### config.mk
export PLATFORM = sky130hd
export DESIGN_NAME = mie_executor
export DESIGN_NICKNAME = d
export VERILOG_FILES = /design/src/hdl/mie_executor.v
export VERILOG_INCLUDE_DIRS = /design/src /design/src/hdl
export SDC_FILE = /design/constraint.sdc
export NUM_CORES = 1
export LEC_CHECK = 0
export BUFFER_PORTS_ARGS = -buffer_cell sky130_fd_sc_hd__buf_4
export CAP_MARGIN = 5
export CORE_MARGIN = 2
export CORE_UTILIZATION = 45
export CTS_CLUSTER_SIZE = 16
export DETAILED_ROUTE_END_ITERATION = 10
export PLACE_DENSITY = 0.64
export SKIP_CTS_REPAIR_TIMING = 1
export SLEW_MARGIN = 25
export SYNTH_ARGS = -nofsm -noshare
export SYNTH_HDL_FRONTEND = slang
export SYNTH_SLANG_ARGS = --single-unit
### constraint.sdc
create_clock -name clock -period 5.35 [get_ports clock]
set_input_delay 0.535 -clock clock [delete_from_list [all_inputs] [get_ports clock]]
set_output_delay 0.535 -clock clock [all_outputs]
set_load 0.05 [all_outputs]
### src/hdl/mie_map.vh
// Opcode fields, reset values and sizes for the instruction executor
// Notes on behaviour
// - AND literal into accumulator, update zero
// - AND register, zero flag, d picks destination
// - Bit clear/set on 00h-3Fh, no flags
// - Skip-if-clear: bit 0 discards next, two cycles
// - Skip-if-set: bit 1 discards next, two cycles
// - Call pushes PC+1, loads 12-bit target
// - Clear register or accumulator, zero flag set
// - Watchdog kick clears timer, updates status bits
// - Complement register, zero flag, d destination
// - Decrement register, zero flag, d destination
// - Decrement-skip, no flags, zero skips next
// - Jump loads 12-bit target, two cycles
// - Increment register, zero flag, d destination
// - Increment-skip, no flags, zero skips next
// - OR literal into accumulator, update zero
// - OR register, zero flag, d destination
// - Load accumulator from register, no flags
// - Load literal into accumulator, no flags
// - Store accumulator to register, no flags
// - Second plane load/store via 8-bit address
// - Subroutine return pops stack into PC
// - Interrupt return pops PC, sets irq allow
// - Add sets carry, half carry, zero
`ifndef MIE_MAP_VH
`define MIE_MAP_VH
`define MIE_PC_W 12
`define MIE_STK_DEPTH 3'h6
`define MIE_SP_W 3
`define MIE_PC_RST 12'h000
`define MIE_ACC_RST 8'h00
`define MIE_OP_NOP 14'h0000
`define MIE_OP_RET 14'h0040
`define MIE_OP_INTERRUPT_EXIT 14'h0060
`define MIE_OP_CLRACC 14'h0140
`define MIE_OP_KICK 14'h1e04
`define MIE_GRP_BYTE 2'h0
`define MIE_GRP_BIT 2'h1
`define MIE_GRP_CALL 2'h2
`define MIE_GRP_JUMP 2'h3
`define MIE_B_STORE 4'h0
`define MIE_B_CLR 4'h1
`define MIE_B_DEC 4'h3
`define MIE_B_OR 4'h4
`define MIE_B_AND 4'h5
`define MIE_B_ADD 4'h7
`define MIE_B_MOVF 4'h8
`define MIE_B_COM 4'h9
`define MIE_B_INC 4'ha
`define MIE_B_DECSZ 4'hb
`define MIE_B_INCSZ 4'hf
`define MIE_L_MOVL 4'h9
`define MIE_L_ORL 4'ha
`define MIE_L_ANDL 4'hb
`define MIE_L_WRPL 4'he
`define MIE_L_RDPL 4'hf
`define MIE_BIT_CLR 2'h0
`define MIE_BIT_SET 2'h1
`define MIE_BIT_TSTC 2'h2
`define MIE_BIT_TSTS 2'h3
`endif

### src/hdl/mie_executor.v
// Instruction decode and execute core with hardware return stack
`include "mie_map.vh"
`default_nettype none
module mie_executor (
   input wire clock,
   input wire rst,
   input wire ce,
   input wire [13:0] instr,
   output reg [`MIE_PC_W-1:0] pc_r,
   output reg [7:0] reg_addr_r,
   input wire [7:0] reg_rdata,
   output reg plane_sel_r,
   output reg reg_we,
   output reg [7:0] reg_wdata,
   output reg [7:0] acc_r,
   output reg zero_flag_r,
   output reg carry_flag_r,
   output reg half_carry_flag_r,
   output reg global_irq_allow_r,
   output reg kick_watchdog_op,
   output reg watchdog_expiry_bit_r,
   output reg powerdown_bit_r
);
   // Three-state sequencer: fetch drives the operand address, exec acts, flush idles after jumps and skips
   localparam ST_FETCH = 3'b001;
   localparam ST_EXEC = 3'b010;
   localparam ST_FLUSH = 3'b100;
   reg [2:0] state_r;
   reg [13:0] ir_r;
   reg [`MIE_PC_W-1:0] stack_r [0:`MIE_STK_DEPTH-1];
   reg [`MIE_SP_W-1:0] sp_r;
   wire [1:0] grp = ir_r[13:12];
   wire [3:0] sub = ir_r[11:8];
   wire dbit = ir_r[7];
   wire [2:0] bsel = ir_r[8:6];
   wire [7:0] lit = ir_r[7:0];
   wire [`MIE_SP_W-1:0] sp_top = sp_r - 3'h1;
   // An empty stack returns slot 0 rather than reading past the array
   wire [`MIE_SP_W-1:0] pop_slot = (sp_r == 3'h0) ? 3'h0 : sp_top;
   // A full stack keeps overwriting its newest slot instead of wrapping
   wire [`MIE_SP_W-1:0] push_slot = (sp_r == `MIE_STK_DEPTH) ? sp_top : sp_r;
   wire [`MIE_PC_W-1:0] pc_inc = pc_r + 12'h001;
   wire [8:0] add_sum = {1'b0, acc_r} + {1'b0, reg_rdata};
   wire [4:0] add_low = {1'b0, acc_r[3:0]} + {1'b0, reg_rdata[3:0]};
   reg [7:0] res;
   reg to_acc, to_reg, upd_z, skip, jump;
   reg [`MIE_PC_W-1:0] jump_pc;
   reg push, pop, is_add, set_irq, kick;
   reg [7:0] bit_mask;
   always @*
   begin
      res = 8'h00;
      to_acc = 1'b0;
      to_reg = 1'b0;
      upd_z = 1'b0;
      skip = 1'b0;
      jump = 1'b0;
      jump_pc = ir_r[11:0];
      push = 1'b0;
      pop = 1'b0;
      is_add = 1'b0;
      set_irq = 1'b0;
      kick = 1'b0;
      bit_mask = 8'h01 << bsel;
      case (grp)
         `MIE_GRP_BYTE:
         begin
            // Both returns pop; only the interrupt form has bit 5 set
            if (ir_r == `MIE_OP_RET || ir_r == `MIE_OP_INTERRUPT_EXIT)
            begin
               jump = 1'b1;
               pop = 1'b1;
               jump_pc = stack_r[pop_slot];
               set_irq = ir_r[5];
            end
            else
            begin
               case (sub)
                  `MIE_B_STORE:
                  begin
                     res = acc_r;
                     to_reg = dbit;
                  end
                  `MIE_B_CLR:
                  begin
                     res = 8'h00;
                     to_reg = dbit;
                     to_acc = (ir_r == `MIE_OP_CLRACC);
                     upd_z = to_reg | to_acc;
                  end
                  `MIE_B_DEC, `MIE_B_DECSZ:
                  begin
                     res = reg_rdata - 8'h01;
                     upd_z = (sub == `MIE_B_DEC);
                     skip = (sub == `MIE_B_DECSZ) && res == 8'h00;
                     to_acc = ~dbit;
                     to_reg = dbit;
                  end
                  `MIE_B_INC, `MIE_B_INCSZ:
                  begin
                     res = reg_rdata + 8'h01;
                     upd_z = (sub == `MIE_B_INC);
                     skip = (sub == `MIE_B_INCSZ) && res == 8'h00;
                     to_acc = ~dbit;
                     to_reg = dbit;
                  end
                  `MIE_B_OR, `MIE_B_AND, `MIE_B_COM, `MIE_B_ADD:
                  begin
                     if (sub == `MIE_B_OR)
                        res = acc_r | reg_rdata;
                     else if (sub == `MIE_B_AND)
                        res = acc_r & reg_rdata;
                     else if (sub == `MIE_B_COM)
                        res = ~reg_rdata;
                     else
                        res = add_sum[7:0];
                     is_add = (sub == `MIE_B_ADD);
                     upd_z = 1'b1;
                     to_acc = ~dbit;
                     to_reg = dbit;
                  end
                  `MIE_B_MOVF:
                  begin
                     res = reg_rdata;
                     to_acc = ~dbit;
                  end
                  default:
                  begin
                     res = 8'h00;
                  end
               endcase
            end
         end
         `MIE_GRP_BIT:
         begin
            // Bit ops keep their kind in bits 10:9, the bit number in 8:6
            if (!ir_r[11])
            begin
               case (ir_r[10:9])
                  `MIE_BIT_CLR:
                  begin
                     res = reg_rdata & ~bit_mask;
                     to_reg = 1'b1;
                  end
                  `MIE_BIT_SET:
                  begin
                     res = reg_rdata | bit_mask;
                     to_reg = 1'b1;
                  end
                  `MIE_BIT_TSTC:
                     skip = (reg_rdata & bit_mask) == 8'h00;
                  default:
                     skip = (reg_rdata & bit_mask) != 8'h00;
               endcase
            end
            // Kick shares its prefix with the plane store, so it goes first
            else if (ir_r == `MIE_OP_KICK)
               kick = 1'b1;
            else
            begin
               case (sub)
                  `MIE_L_ANDL:
                  begin
                     res = acc_r & lit;
                     to_acc = 1'b1;
                     upd_z = 1'b1;
                  end
                  `MIE_L_ORL:
                  begin
                     res = acc_r | lit;
                     to_acc = 1'b1;
                     upd_z = 1'b1;
                  end
                  `MIE_L_MOVL:
                  begin
                     res = lit;
                     to_acc = 1'b1;
                  end
                  `MIE_L_RDPL:
                  begin
                     res = reg_rdata;
                     to_acc = 1'b1;
                  end
                  `MIE_L_WRPL:
                  begin
                     res = acc_r;
                     to_reg = 1'b1;
                  end
                  default:
                     res = 8'h00;
               endcase
            end
         end
         `MIE_GRP_CALL:
         begin
            jump = 1'b1;
            push = 1'b1;
         end
         default:
            jump = 1'b1;
      endcase
   end
   // Write strobe only in the execute phase; data comes from the datapath
   always @*
   begin
      reg_we = ce && state_r == ST_EXEC && to_reg;
      reg_wdata = res;
   end
   integer i;
   always @(posedge clock)
   begin
      if (rst)
      begin
         state_r <= ST_FETCH;
         ir_r <= `MIE_OP_NOP;
         pc_r <= `MIE_PC_RST;
         reg_addr_r <= 8'h00;
         plane_sel_r <= 1'b0;
         acc_r <= `MIE_ACC_RST;
         zero_flag_r <= 1'b0;
         carry_flag_r <= 1'b0;
         half_carry_flag_r <= 1'b0;
         global_irq_allow_r <= 1'b0;
         kick_watchdog_op <= 1'b0;
         watchdog_expiry_bit_r <= 1'b1;
         powerdown_bit_r <= 1'b1;
         sp_r <= 3'h0;
         for (i = 0; i < `MIE_STK_DEPTH; i = i + 1)
            stack_r[i] <= 12'h000;
      end
      else if (ce)
      begin
         kick_watchdog_op <= 1'b0;
         case (state_r)
            ST_FETCH:
            begin
               ir_r <= instr;
               // Bit-op addresses are six bits wide, so 00h-3Fh only
               if (instr[13:12] == `MIE_GRP_BIT && instr[11:10] == 2'b11)
               begin
                  reg_addr_r <= instr[7:0];
                  plane_sel_r <= 1'b1;
               end
               else if (instr[13:12] == `MIE_GRP_BIT)
               begin
                  reg_addr_r <= {2'b00, instr[5:0]};
                  plane_sel_r <= 1'b0;
               end
               else
               begin
                  reg_addr_r <= {1'b0, instr[6:0]};
                  plane_sel_r <= 1'b0;
               end
               state_r <= ST_EXEC;
            end
            ST_EXEC:
            begin
               if (to_acc)
                  acc_r <= res;
               if (upd_z)
                  zero_flag_r <= (res == 8'h00);
               if (is_add)
               begin
                  carry_flag_r <= add_sum[8];
                  half_carry_flag_r <= add_low[4];
               end
               if (set_irq)
                  global_irq_allow_r <= 1'b1;
               if (kick)
               begin
                  kick_watchdog_op <= 1'b1;
                  watchdog_expiry_bit_r <= 1'b1;
                  powerdown_bit_r <= 1'b1;
               end
               if (push)
               begin
                  stack_r[push_slot] <= pc_inc;
                  // Overflow keeps the top slot overwritten, no wrap
                  if (sp_r != `MIE_STK_DEPTH)
                     sp_r <= sp_r + 3'h1;
               end
               if (pop && sp_r != 3'h0)
                  sp_r <= sp_top;
               if (jump)
                  pc_r <= jump_pc;
               else if (skip)
                  pc_r <= pc_r + 12'h002;
               else
                  pc_r <= pc_inc;
               // Two-cycle ops spend an idle slot in place of the next word
               state_r <= (jump | skip) ? ST_FLUSH : ST_FETCH;
            end
            ST_FLUSH:
               state_r <= ST_FETCH;
            default:
               state_r <= ST_FETCH;
         endcase
      end
   end
endmodule // mie_executor
`default_nettype wire

---- After elaboration in Yosys (flattened, before gate mapping) ----
Memories as Yosys holds them, arrays and structs flattened.
Index checks and enable logic that the tools add are counted.
operators by class
  equality and inequality tests ........... 25
  bitwise operators ....................... 12
  reductions and logical operators ........ 35
  muxes and demuxes ....................... 72
  add/subtract/negate cells ............... 8
  shifts and indexed selects .............. 1
operators with widths
  cell                   count
  $pmux 8 s5             2
  $mux 12                5
  $mux 8                 7
  $mux 1                 38
  $and 8x8->8            4
  $logic_not 8->1        4
  $pmux 8 s2             2
  $eq 14x7->1 const B    2
  $eq 4x4->1 const B     6
  $or 8x8->8             3
  $mux 3                 7
  $not 8->8              2
  $pmux 1 s2             8
  $eq 14x13->1 const B   1
  $eq 14x9->1 const B    1
  $add 12x1->12 const B  1
  $add 12x2->12 const B  1
  $eq 4x3->1 const B     3
  $reduce_and 3->1       4
  $reduce_or 12->1       1
  $reduce_or 10->1       1
  $add 8x8->9            1
  $reduce_or 9->1        1
  $add 8x1->8 const B    1
  other kinds (30)       47
storage, ports and cells
  bits in writable memories ............... 72
  memories kept ........................... 1
  word-level logic and storage cells ...... 166
  output and inout bits ................... 45
  register bits after elaboration ......... 54
  input bits .............................. 25
memory list
  name     depth  width  rd ports  clocked after memory_dff  write ports  RTL line           RTL
  stack_r  6      12     1         0                         6            mie_executor.v:30  reg [`MIE_PC_W-1:0] stack_r [0:`MIE_STK_DEPTH-1];

---- Longest topological paths before layout ----
Gate-level depths: netlist of the first run.
  word-level depth ........................ 9
  gate-level depth with buffers ........... 13
  gate-level depth less buffers ........... 11

---- Worst setup path after synthesis of the first run ----
OpenSTA, ideal clock, no wires.
  path type ............................... register to register
  start point ............................. register acc_r[0]
  end point ............................... register zero_flag_r
  data required time ...................... 5.265 ns
  stages on the path, launching flop included .. 11
  data arrival time ....................... 3.621 ns
  path slack .............................. 1.645 ns
  setup time .............................. 0.085 ns
  buffers on the path ..................... 0
  clock period less this slack ............ 3.705 ns
  cells stage by stage .................... dfxtp_1 -> ha_1 -> fa_1 -> xor2_1 -> o32a_1 -> o221ai_1 -> a31o_1 -> o21ai_0 -> or4b_1 -> or4b_1 -> o31ai_2
between the ends
  cells in the longest elaborated chain, start to end .. 8
  elaborated cells between the ends (all ways) .. 15
  classes of those cells .................. add/sub: 1; mux: 9; bitwise: 4; reduce/logical: 1
RTL lines
  what                    RTL line            RTL
  start, declared         mie_executor.v:15   output reg [7:0] acc_r,
  start signal, assigned  mie_executor.v:219  acc_r <= `MIE_ACC_RST;
  start signal, assigned  mie_executor.v:259  acc_r <= res;
  $add 8x8->9             mie_executor.v:43   wire [8:0] add_sum = {1'b0, acc_r} + {1'b0, reg_rdata};
  $mux 8                  mie_executor.v:113  else if (sub == `MIE_B_COM)
  $mux 8                  mie_executor.v:111  else if (sub == `MIE_B_AND)
  $mux 8                  mie_executor.v:109  if (sub == `MIE_B_OR)
  $pmux 8 s5              mie_executor.v:78   case (sub)
  $mux 8                  mie_executor.v:69   if (ir_r == `MIE_OP_RET || ir_r == `MIE_OP_INTERRUPT_EXIT)
  $pmux 8 s2              mie_executor.v:65   case (grp)
  net reg_wdata[2]        mie_executor.v:14   output reg [7:0] reg_wdata,
  $logic_not 8->1         mie_executor.v:261  zero_flag_r <= (res == 8'h00);
  end signal, assigned    mie_executor.v:261
  end, declared           mie_executor.v:16   output reg zero_flag_r,
The timed path passes the listed nets, and every way through them passes these cells.
A chain may end at the register's enable or synchronous reset.

---- Worst setup path in the final report of the first run ----
  start point ............................. register ir_r[8]
  end point ............................... output port reg_wdata[6]
between the ends
  cells in the longest elaborated chain, start to end .. 7
  elaborated cells between the ends (all ways) .. 32
  classes of those cells .................. eq/ne: 13; shift: 1; mux: 10; bitwise: 3; reduce/logical: 5
RTL lines
  what                    RTL line                               RTL
  start, declared         mie_executor.v:29                      reg [13:0] ir_r;
  start signal, assigned  mie_executor.v:215                     ir_r <= `MIE_OP_NOP;
  start signal, assigned  mie_executor.v:237                     ir_r <= instr;
  $eq 4x4->1              mie_executor.v:78, mie_executor.v:161
  $mux 8                  mie_executor.v:113
  $mux 8                  mie_executor.v:111
  $mux 8                  mie_executor.v:109
  $pmux 8 s5              mie_executor.v:78
  $mux 8                  mie_executor.v:69
  $pmux 8 s2 (*)          mie_executor.v:65
  end, declared           mie_executor.v:14
Every way passes the cells marked *; elsewhere a longest branch is shown, timed or not.

==> results of run 1 <==
## registers in the layout (all words and copies together) (netlist names)
| name | flops |
|---|---|
| ir_r | 8 |
| plane_sel_r | 1 |
| state_r | 3 |
| acc_r | 8 |
| sp_r | 3 |
| global_irq_allow_r | 1 |
| pc_r | 12 |
| reg_addr_r | 8 |
| stack_r | 96 |
| kick_watchdog_op | 1 |
| carry_flag_r | 1 |
| zero_flag_r | 1 |
| half_carry_flag_r | 1 |
## metal layers
metal | up-vias | track usage, %
li1 | 3681 | -
met1 | 3831 | 36.8
met2 | 445 | 43.0
met3 | 91 | 4.34
met4 | 0 | 11.8
met5 | - | 0
## worst max-delay path: stages, from the launching register on
cell and delay, ns:
dfxtp_1 0.51, buf_4 0.32, nor4_2 0.71, nand2_1 0.12
o22a_1 0.36, or4_1 0.60, o221a_2 0.18, o21ai_0 0.16
buf_4 0.27
## cell usage after synthesis, types with 4 or more instances
cell type,number
a21oi_1,55
nand3_1,30
nand3b_1,6
o2bb2ai_1,4
ha_1,27
o31ai_1,5
nor2b_1,10
dfxtp_1,48
buf_2,10
nor3_1,17
or2_2,9
nor4_1,5
mux2i_1,57
clkbuf_1,49
o21a_1,6
a22oi_1,12
nand2_1,96
a2bb2oi_1,11
o21ai_0,48
o22ai_1,14
buf_4,8
nor3b_1,4
and2_1,8
nor2_1,130
inv_1,40
mux4_2,11
a211oi_1,19
a311oi_1,9
xnor2_1,14
edfxtp_1,96
or3_1,6
a31oi_1,13
and3_1,8
xor2_1,14
nand2b_1,16
buf_1,7
## path summary, 6_finish.rpt
check | depth (start not counted) | endpoint | slack [ns] | start
worst max-delay path | 8 | reg_wdata[6] | 1.15 | ir_r[8]$_SDFFE_PP0P_
worst min-delay path | 3 | reg_addr_r[2]$_SDFFE_PP0P_ | 0.34 | instr[2]
worst max register to register | 9 | pc_r[10]$_SDFFE_PP0P_ | 1.59 | ir_r[8]$_SDFFE_PP0P_
worst min register to register | 2 | reg_addr_r[6]$_SDFFE_PP0P_ | 0.46 | reg_addr_r[6]$_SDFFE_PP0P_
## cell usage in the layout (no fill, tap or decap), types with 9 or more instances in the layout
cell	n
or2_2	9
clkbuf_16	17
a31oi_1	13
nor3_1	16
a211oi_1	19
dfxtp_1	48
inv_1	40
a311oi_1	9
a22oi_1	12
o21ai_0	48
nor2b_1	10
xor2_1	14
a2bb2oi_1	11
edfxtp_1	96
mux2i_1	57
buf_4	80
nand2b_1	16
ha_1	27
o22ai_1	14
xnor2_1	14
a21oi_1	55
nand2_1	96
nand3_1	30
nor2_1	130
mux4_2	11
## logic make-up (layout without fill, tap and decap cells)
group	count (synthesis)	in the layout	share of synthesized area, %
flops	144	144	42.3
mux	68	68	9.00
simple gates	365	365	19.0
xor+xnor	28	28	2.70
buf+inv	116	154	5.26
fa+ha+maj	28	28	3.94
other cells	1	2	0.0412
compound gates	242	242	17.7
## power groups by stage
stage / Sequential (mW) / Clock, mW / Combinational, mW
6_report: 1.25 / 1.21 / 0.376
5_1_grt: 1.25 / 1.25 / 0.399
4_1_cts: 1.25 / 1.21 / 0.369
3_5_place_dp: 1.27 / 0 / 0.367
3_3_place_gp: 1.27 / 0 / 0.370
2_1_floorplan: 1.25 / 0 / 0.269
## cell type report
class	instances	area, um2
fill	1863	9350
multi-input combinational	733	4780
sequential	144	3840
timing repair buffer	80	601
clock buffer	17	425
tap	265	332
clock inverter	15	168
inverter	42	158
## stage by stage
| stage | hold slack (ns) | std cells | area [um2] | total power, mW | utilization, % |
|---|---|---|---|---|---|
| finish | 0.342 | 1296 | 10300 | 2.83 | 52.4 |
| global route | 0.364 | 1296 | 10300 | 2.90 | 52.4 |
| CTS | 0.342 | 1296 | 10300 | 2.83 | 52.4 |
| detailed placement | 0.456 | 1264 | 9710 | 1.64 | 49.4 |
| global placement | 0.443 | 1264 | 9710 | 1.64 | 49.4 |
| floorplan | 0.458 | 993 | 9090 | 1.52 | - |
==> metrics.md, run 1 <==
| Metric | Value |
|---|---|
| Pin count of the biggest net entering global routing | `43` |
| Max Clock Skew | `0.0149 ns` |
| Met2 wire len | `13.6 mm` |
| Synthesis-to-finish area growth | `13.4%` |
| RSZ-0062 raised after global routing | `no` |
| Via Count | `8048` |
| Fin. Hold Viols | `0` |
| Overall Global Routing Usage | `27.1%` |
| Part of the cycle the worst path needs | `78.5%` |
| Clk pin slew, worst setup/hold paths | `0.07 ns` |
| CTS tree | `done` |
| Int Power | `1.99 mW` |
| Ys async rst share | `0%` |
| Status | `finished, final reports clean` |
| Kind of critical path | `reg2out` |
| Fraction of layout instances using a drive strength above 1 | `14.0%` |
| Synth Instances | `992` |
| Seq/Total Area, Yosys | `42.3%` |
| Worst Max-Slew Pin Slew | `0.966 ns` |
| Comb pwr share | `13.3%` |
| Grt ovf | `0` |
| Clock Tree Buf Depth | `2` |
| Leading area contributor after synthesis | `edfxtp_1` |
| Gpl congestion | `0.968` |
| Flop pwr share | `44.1%` |
| Final min period | `4.20 ns` |
| PwrDens | `275 nW/um2` |
| Detailed-route wire length | `29.3 mm` |
| Initial antenna violation count | `0` |
| Clock Latency Late Sink | `0.44 ns` |
| EDFF count, synth | `96` |
| IO buf count | `67` |
| CP Capture Type | `output port` |
| Post-route ant nets | `0` |
| Worst Path Max Fanout | `23` |
| Max_cap viols | `0` |
| Top_reg_cell synth | `edfxtp_1` |
| Detailed-route DRC error count | `0` |
| Core area | `19700 um2` |
| Row cnt | `51` |
| Drt first pass iters | `6` |
| Slew margin rel. | `35.5%` |
| Top-area cell type share of the netlist area | `31.7%` |
| DR WL/cell | `22.6 um` |
| Clock sinks | `144` |
| Inserted Clock Buffers | `17` |
| Depth of the CTS H-tree | `4` |
| CP Data Arrival Time | `3.67 ns` |
| Mapped Area | `9090 um2` |
| Sum of routed wire segments on met1 | `12.4 mm` |
| Achievable Freq | `0.238 GHz` |
| Worst vdd ir | `0.215 mV` |
| Critical Path RT | `4.82 ns` |
| Initial Util | `46.3%` |
| Vias in the first global route | `7577` |
| Setup TNS | `0 ns` |
| Clock root buffer | `clkbuf_16` |
| Final setup violation count | `0` |
| Die Y | `146 um` |
| Final Max Tran Viols | `0` |
| Nets | `1071` |
| Io pins | `70` |
| DP HPWL | `21.1 mm` |
| Die width | `146 um` |
| #FFs+latches synth | `144` |
| Final worst slack | `1.15 ns` |
| Met3 wire len | `2.18 mm` |
| Synth area leaders | `edfxtp_1 (32%), dfxtp_1 (11%), mux2i_1 (6.3%), nor2_1 (5.4%), nand2_1 (4.0%)` |
| DRT iter0 DRCs | `818` |
| Leak | `3.86 nW` |
| Cell variety after synth | `78` |
| Min-Delay Path Class | `in2reg` |
| Sw Pwr | `837 uW` |
| Synth warn | `0` |
| Critical path startpoint category | `register` |
| Sw frac | `29.6%` |
| Clk network pwr share | `42.6%` |
| First-pass GRT wire length | `44.8 mm` |
| Highest routed metal layer | `met4` |
| Antenna Cells | `0` |
| Vias/cell | `6.21` |
| Synthesized area per cell | `9.16 um2` |
| Die Area | `21400 um2` |
| Place WS | `1.70 ns` |
Note: power is estimated with default switching activity, not from simulation.
==> run 2: changes to the inputs <==
Settings changed: ABC_AREA set to 1, PLACE_DENSITY 0.64 to 0.66.
Clock period 5.35 ns to 3.6 ns, I/O delays scaled along.
==> run 2 against run 1 <==
Synthesized area about the same; sequential share of layout area shrank 0.50 points; die area hardly changed; synthesized cell count increased by 21%; hold slack worse by 0.18 ns; combinational power is 81% higher; total power is 56% higher; sequential cell count is the same; critical path depth increased by 1; via count increased by 5.6%; critical endpoint is now reg_wdata[0]; first-iteration DRC count shrank 1.1%; cell area rose by 1.4%.
==> metrics.md, run 2 <==
| Metric | Value |
|---|---|
| Worst Path Max Fanout | `14 (-39%)` |
| Io pins | `70 (unchanged)` |
| Top-area cell type share of the netlist area | `31.7% (about the same)` |
| DP HPWL | `20.2 mm (-4.6%)` |
| CP Data Arrival Time | `2.73 ns (-0.94 ns)` |
| Worst r2r dst | `stack_r[0][11]$_SDFFCE_PN0P_` |
| Overall Global Routing Usage | `26.6% (-0.51 points)` |
| Leak | `4.30 nW (+11%)` |
| Post-route ant nets | `0 (unchanged)` |
| CP Capture Type | `output port` |
| Flop2flop setup slack | `0.86 ns (-0.73 ns)` |
| Min-delay src | `ce` |
| FF+latch area | `3840 um2 (unchanged)` |
| Max Clock Skew | `0.0131 ns (-0.00173 ns)` |
| Ys async rst share | `0% (unchanged)` |
| Initial Util | `45.4% (-0.87 points)` |
| Via Count | `8500 (+5.6%)` |
| Filler cell count | `1988 (+6.7%)` |
| Seq/Total Area, Yosys | `42.3% (about the same)` |
| EDFF count, synth | `96 (unchanged)` |
| Worst Max-Slew Pin Slew | `0.787 ns (-0.179 ns)` |
| Final min period | `3.09 ns` |
| Top cells by instance count after synthesis | `nand2_1 (229), nor2_1 (208), inv_1 (127), edfxtp_1 (96), o21ai_0 (89)` |
| Hold path depth | `2 (-1)` |
| Final setup violation count | `0 (unchanged)` |
| #FFs+latches synth | `144 (unchanged)` |
| Antenna Cells | `0 (unchanged)` |
| Most common cell after layout, fill and taps aside | `nand2_1` |
| Clock Tree Buf Depth | `2 (unchanged)` |
| Drt first pass iters | `5 (-1)` |
| Die width | `146 um (about the same)` |
| Fin Hold WS | `0.162 ns (-0.180 ns)` |
| CTS tree | `done` |
| Cell variety after synth | `50 (-36%)` |
| Fraction of layout instances using a drive strength above 1 | `12.9% (-1.0 points)` |
| Max reg flops | `96 (unchanged)` |
| Pin count of the biggest net entering global routing | `35 (-19%)` |
| Core area | `20000 um2 (+2.0%)` |
| Hold EP | `state_r[0]$_SDFFE_PP1P_` |
| Clock Latency Late Sink | `0.43 ns (about the same)` |
| Depth of the CTS H-tree | `4 (unchanged)` |
| Reg2reg start | `state_r[1]$_SDFFE_PP0P_` |
| Clk pin slew, worst setup/hold paths | `0.07 ns (about the same)` |
| Max_cap viols | `0 (unchanged)` |
| DR WL/cell | `18.4 um (-18%)` |
| Die Area | `21400 um2 (about the same)` |
| Initial antenna violation count | `0 (unchanged)` |
| Synth Instances | `1201 (+21%)` |
| Setup TNS | `0 ns (unchanged)` |
| Mapped Area | `9090 um2 (about the same)` |
| Clock sinks | `144 (unchanged)` |
| Cell Count, Final, Fillers Out | `1538 (+19%)` |
| Fin. Hold Viols | `0 (unchanged)` |
| Grt ovf | `0 (unchanged)` |
| PwrDens | `423 nW/um2 (+54%)` |
| IO buf count | `67 (unchanged)` |
| Top_reg_cell synth | `edfxtp_1` |
| Synth warn | `0 (unchanged)` |
| Synth area leaders | `edfxtp_1 (32%), dfxtp_1 (11%), nand2_1 (9.5%), nor2_1 (8.6%), inv_1 (5.2%)` |
| Slew margin rel. | `47.5% (+12 points)` |
| Placed Instances | `1506 (+19%)` |
| Reg with most FFs | `stack_r` |
| Final Util | `52.1% (-0.30 points)` |
| Most frequent cells in the layout | `nand2_1 (229), nor2_1 (208), inv_1 (127)` |
| Worst vdd ir | `0.352 mV (+64%)` |
| Most common cell in the netlist | `nand2_1` |
| Status | `finished, final reports clean` |
| Area of the multi-input gates | `4440 um2 (-7.1%)` |
| Kind of critical path | `reg2out` |
| Inserted Clock Buffers | `17 (unchanged)` |
| Vias/cell | `5.53 (-11%)` |
| RSZ-0062 raised after global routing | `no` |
| First-pass GRT wire length | `44.6 mm (-0.32%)` |
| Final Max Tran Viols | `0 (unchanged)` |
| Min-Delay Path Class | `in2reg` |
| Gpl congestion | `0.969 (about the same)` |
| Synthesis-to-finish area growth | `14.9%` |
| Detailed-route wire length | `28.4 mm (-3.2%)` |
| Critical path startpoint category | `register` |
| Synthesized area per cell | `7.57 um2 (-17%)` |
| Achievable Freq | `0.324 GHz` |
| Vias in the first global route | `8173 (+7.9%)` |
| Detailed-route DRC error count | `0 (unchanged)` |
| Leading area contributor after synthesis | `edfxtp_1` |
| Regs by FF count | `stack_r (96), pc_r (12)` |
| Critical Path RT | `3.24 ns (-1.58 ns)` |
| Clock root buffer | `clkbuf_16` |
| Part of the cycle the worst path needs | `85.7%` |
| DRT iter0 DRCs | `809 (-1.1%)` |
| Row cnt | `52 (+2.0%)` |
| Nets | `1308 (+22%)` |
| Die Y | `146 um (about the same)` |
| Cells on worst reg2reg path | `13 (+4)` |
==> run 2: changes by cell type in the layout (fill, tap and decap cells not counted), moves of 11 or more <==
cell / before / now
xnor2_1: 14 / 3
nand3_1: 30 / 73
nor2_1: 130 / 208
inv_1: 40 / 127
a211oi_1: 19 / 3
nand2b_1: 16 / 0
mux4_2: 11 / 0
a21oi_1: 55 / 84
a22oi_1: 12 / 0
a2bb2oi_1: 11 / 0
mux2i_1: 57 / 0
nand2_1: 96 / 229
o21ai_0: 48 / 89
==> run 2: cell type report <==
type | count | share of cell area [%]
multi-input combinational | 865 | 42.5
sequential | 144 | 36.8
timing repair buffer | 85 | 6.23
inverter | 142 | 5.13
clock buffer | 17 | 4.07
tap | 270 | 3.23
clock inverter | 15 | 2.04
==> run 2: kinds of logic (layout without fill, tap and decap cells) <==
kind of cell	Yosys count	after routing	synth area share, %
simple gates	568	568	27.0
buf+inv	193	259	9.01
fa+ha+maj	28	28	3.93
other cells	1	2	0.0412
flops	144	144	42.3
compound gates	240	240	15.2
xor+xnor	27	27	2.60
==> run 2: power by group <==
part / leakage (nW) / switching (mW) / internal, mW / total (mW)
Sequential: 1.33 / 0.0461 / 1.80 / 1.85
Combinational: 2.66 / 0.490 / 0.188 / 0.679
Clock: 0.308 / 0.825 / 1.07 / 1.90
==> run 2: metrics by stage <==
stage | worst slack [ns] | total power [mW] | cell area, um2
finish | 0.515 | 4.42 | 10400
global route | 0.214 | 4.56 | 10400
CTS | 0.491 | 4.43 | 10400
detailed placement | 0.825 | 2.55 | 9810
global placement | 0.843 | 2.55 | 9810
floorplan | 0.578 | 2.35 | 9100
==> run 2: per-layer routing <==
metal	vias to the layer above	global-route usage (%)	wire, um
met5	-	0	0
met4	0	11.6	994
met3	71	3.13	1500
met2	343	45.5	13900
met1	3977	34.0	12000
li1	4109	-	-
==> run 2: critical path, stage by stage, from the launching register on <==
cell     delay, ns
dfxtp_1       0.51
inv_1         0.24
nor2_4        0.21
nand2_2       0.28
nand3_1       0.18
nor2_2        0.07
a21oi_4       0.30
nand2_1       0.13
a21oi_1       0.16
buf_4         0.22
==> run 2: worst max path at each step <==
stage	cells after the start	start	slack [ns]	to
4_1_cts	15	acc_r[2]$_SDFFE_PP0P_	0.49	reg_wdata[7]
6_report	9	ir_r[11]$_SDFFE_PP0P_	0.51	reg_wdata[0]
3_5_place_dp	16	reg_rdata[0]	0.82	reg_wdata[6]
3_3_place_gp	16	reg_rdata[6]	0.84	reg_wdata[7]
5_1_grt	15	acc_r[2]$_SDFFE_PP0P_	0.21	reg_wdata[5]
2_1_floorplan	8	sp_r[0]$_SDFFE_PP0P_	0.58	stack_r[5][0]$_DFFE_PP_
==> run 3: changes to the inputs <==
Settings changed: ABC_AREA 1 to not set.
==> run 3 against run 2 <==
Fmax decreased by 11%; combinational power decreased by 9.9%; sequential share of layout area decreased by 0.55 points; worst setup slack got worse by 0.40 ns; hold slack improved by 0.0072 ns; die area about the same; cell area increased by 1.6%; clock skew decreased by 0.0041 ns; clock power decreased by 9%; core utilization increased by 1.9 points; count of clock-buffer cells in the layout unchanged; critical path type unchanged; largest cell class unchanged; largest power group is now registers; highest routed layer unchanged.
==> metrics.md, run 3 (synthesis gave the netlist of run 1 again) <==
| Metric | Value |
|---|---|
| Worst vdd ir | `0.347 mV (-1.4%)` |
| Part of the cycle the worst path needs | `96.8% (+11 points)` |
| Fin. Hold Viols | `0 (unchanged)` |
| Clk network pwr share | `41.2% (-1.7 points)` |
| DP HPWL | `21.1 mm (+4.4%)` |
| Io pins | `70 (unchanged)` |
| Fraction of layout instances using a drive strength above 1 | `17.7% (+4.8 points)` |
| Via Count | `8078 (-5.0%)` |
| Post-route ant nets | `0 (unchanged)` |
| Die Area | `21400 um2 (about the same)` |
| Die width | `146 um (about the same)` |
| DRT iter0 DRCs | `926 (+14%)` |
| Min-Delay Path Class | `in2reg` |
| Depth of the CTS H-tree | `4 (unchanged)` |
| Core area | `19700 um2 (-1.9%)` |
| CP Data Arrival Time | `3.12 ns (+0.39 ns)` |
| Flop pwr share | `44.1% (+2.3 points)` |
| CTS tree | `done` |
| Kind of critical path | `reg2out` |
| Final Util | `54.0% (+1.9 points)` |
| Initial antenna violation count | `0 (unchanged)` |
| Drt first pass iters | `8 (+3)` |
| Detailed-route DRC error count | `0 (unchanged)` |
| Overall Global Routing Usage | `27.4% (+0.85 points)` |
| Final instance area | `10600 um2 (+1.6%)` |
| Critical Path RT | `3.24 ns (about the same)` |
| Status | `finished, final reports clean` |
| Pin count of the biggest net entering global routing | `31 (-11%)` |
| Vias/cell | `6.05 (+9.4%)` |
| Clk pin slew, worst setup/hold paths | `0.06 ns (about the same)` |
| Nets | `1111 (-15%)` |
| Comb pwr share | `14.6% (-0.7 points)` |
| PwrDens | `393 nW/um2 (-7.1%)` |
| Most common cell after layout, fill and taps aside | `nor2_1` |
| Synthesis-to-finish area growth | `16.8%` |
| IO buf count | `67 (unchanged)` |
| Grt ovf | `0 (unchanged)` |
| RSZ-0062 raised after global routing | `no` |
| Gpl congestion | `0.961 (-0.84%)` |
| Clock Latency Late Sink | `0.44 ns (about the same)` |
| Clock Tree Buf Depth | `2 (unchanged)` |
| Filler cell count | `1830 (-7.9%)` |
| Flop2flop setup slack | `0.38 ns (-0.48 ns)` |
| Regs by FF count | `stack_r (96), pc_r (12)` |
| Leak | `4.06 nW (-5.7%)` |
| Reg with most FFs | `stack_r` |
| First-pass GRT wire length | `45.1 mm (+1.1%)` |
| Critical path startpoint category | `register` |
| CP Capture Type | `output port` |
| Max_cap viols | `0 (unchanged)` |
| Sw frac | `28.7% (-2.1 points)` |
| Power after layout | `4.18 mW (-5.6%)` |
| Slew margin rel. | `46.7% (-0.76 points)` |
| Clock root buffer | `clkbuf_16` |
| Achievable Freq | `0.287 GHz (-11%)` |
| Final setup violation count | `0 (unchanged)` |
| Initial Util | `46.3% (+0.87 points)` |
| Die Y | `146 um (about the same)` |
| Clock sinks | `144 (unchanged)` |
| Worst Max-Slew Pin Slew | `0.797 ns (+0.0103 ns)` |
| Vias in the first global route | `7748 (-5.2%)` |
| Antenna Cells | `0 (unchanged)` |
| Detailed-route wire length | `29.0 mm (+2.3%)` |
| Sw Pwr | `1.20 mW (-12%)` |
| Setup TNS | `0 ns (unchanged)` |
| Placed Area | `10000 um2 (+2.1%)` |
| Max Clock Skew | `0.00907 ns (-0.00408 ns)` |
| Most frequent cells in the layout | `nor2_1 (129), buf_4 (120), edfxtp_1 (96)` |
| Inserted Clock Buffers | `17 (unchanged)` |
| Final min period | `3.48 ns (+0.399 ns)` |
| Worst Path Max Fanout | `6 (-8)` |
| Int Power | `2.98 mW (-2.7%)` |
| DR WL/cell | `21.7 um (+18%)` |
| Final Max Tran Viols | `0 (unchanged)` |
| Row cnt | `51 (-1.9%)` |
| Max reg flops | `96 (unchanged)` |
-- run 3: worst paths after layout --
path	start	endpoint	cells past startpoint
worst max-delay path	acc_r[0]$_SDFFE_PP0P_	reg_wdata[6]	9
worst min-delay path	instr[2]	reg_addr_r[2]$_SDFFE_PP0P_	3
worst max register to register	reg_addr_r[3]$_SDFFE_PP0P_	zero_flag_r$_SDFFE_PP0P_	8
worst min register to register	reg_addr_r[6]$_SDFFE_PP0P_	reg_addr_r[6]$_SDFFE_PP0P_	2
-- run 3: critical path: stages (launching register included) --
cell and delay (ns):
dfxtp_2 0.36, ha_1 0.22, fa_1 0.43, and3_1 0.21
o211ai_1 0.28, a211oi_1 0.12, or4_1 0.48, o221a_2 0.16
o21ai_1 0.17, buf_4 0.26
-- run 3: per-layer routing --
| metal | vias up | wire, um | GRT usage (%) |
|---|---|---|---|
| li1 | 3747 | - | - |
| met1 | 3854 | 12000 | 35.8 |
| met2 | 412 | 13800 | 45.6 |
| met3 | 65 | 2520 | 5.66 |
| met4 | 0 | 740 | 9.27 |
| met5 | - | 0 | 0 |
-- run 3: power groups by stage --
stage	combinational [mW]	clock [mW]	sequential [mW]
5_1_grt	0.653	1.81	1.85
6_report	0.612	1.72	1.84
2_1_floorplan	0.400	0	1.86
3_5_place_dp	0.596	0	1.88
4_1_cts	0.598	1.73	1.84
3_3_place_gp	0.599	0	1.87
-- run 3: final cells by class --
class	instances	area (um2)	share of cell area [%]
multi-input cells	733	4800	45.2
clock buffers	17	425	4.01
well taps	265	332	3.12
inverters	42	158	1.48
repair buffers	120	901	8.49
clock inverters	15	155	1.46
flip-flops and latches	144	3850	36.2
-- run 3: per-stage QoR --
step | hold WS, ns | setup WS [ns] | std cells
2_1_floorplan | 0.458 | 0.102 | 993
3_3_place_gp | 0.440 | 0.327 | 1304
3_5_place_dp | 0.452 | 0.297 | 1304
4_1_cts | 0.161 | -0.0532 | 1336
5_1_grt | 0.178 | 0.0186 | 1336
6_report | 0.169 | 0.115 | 1336
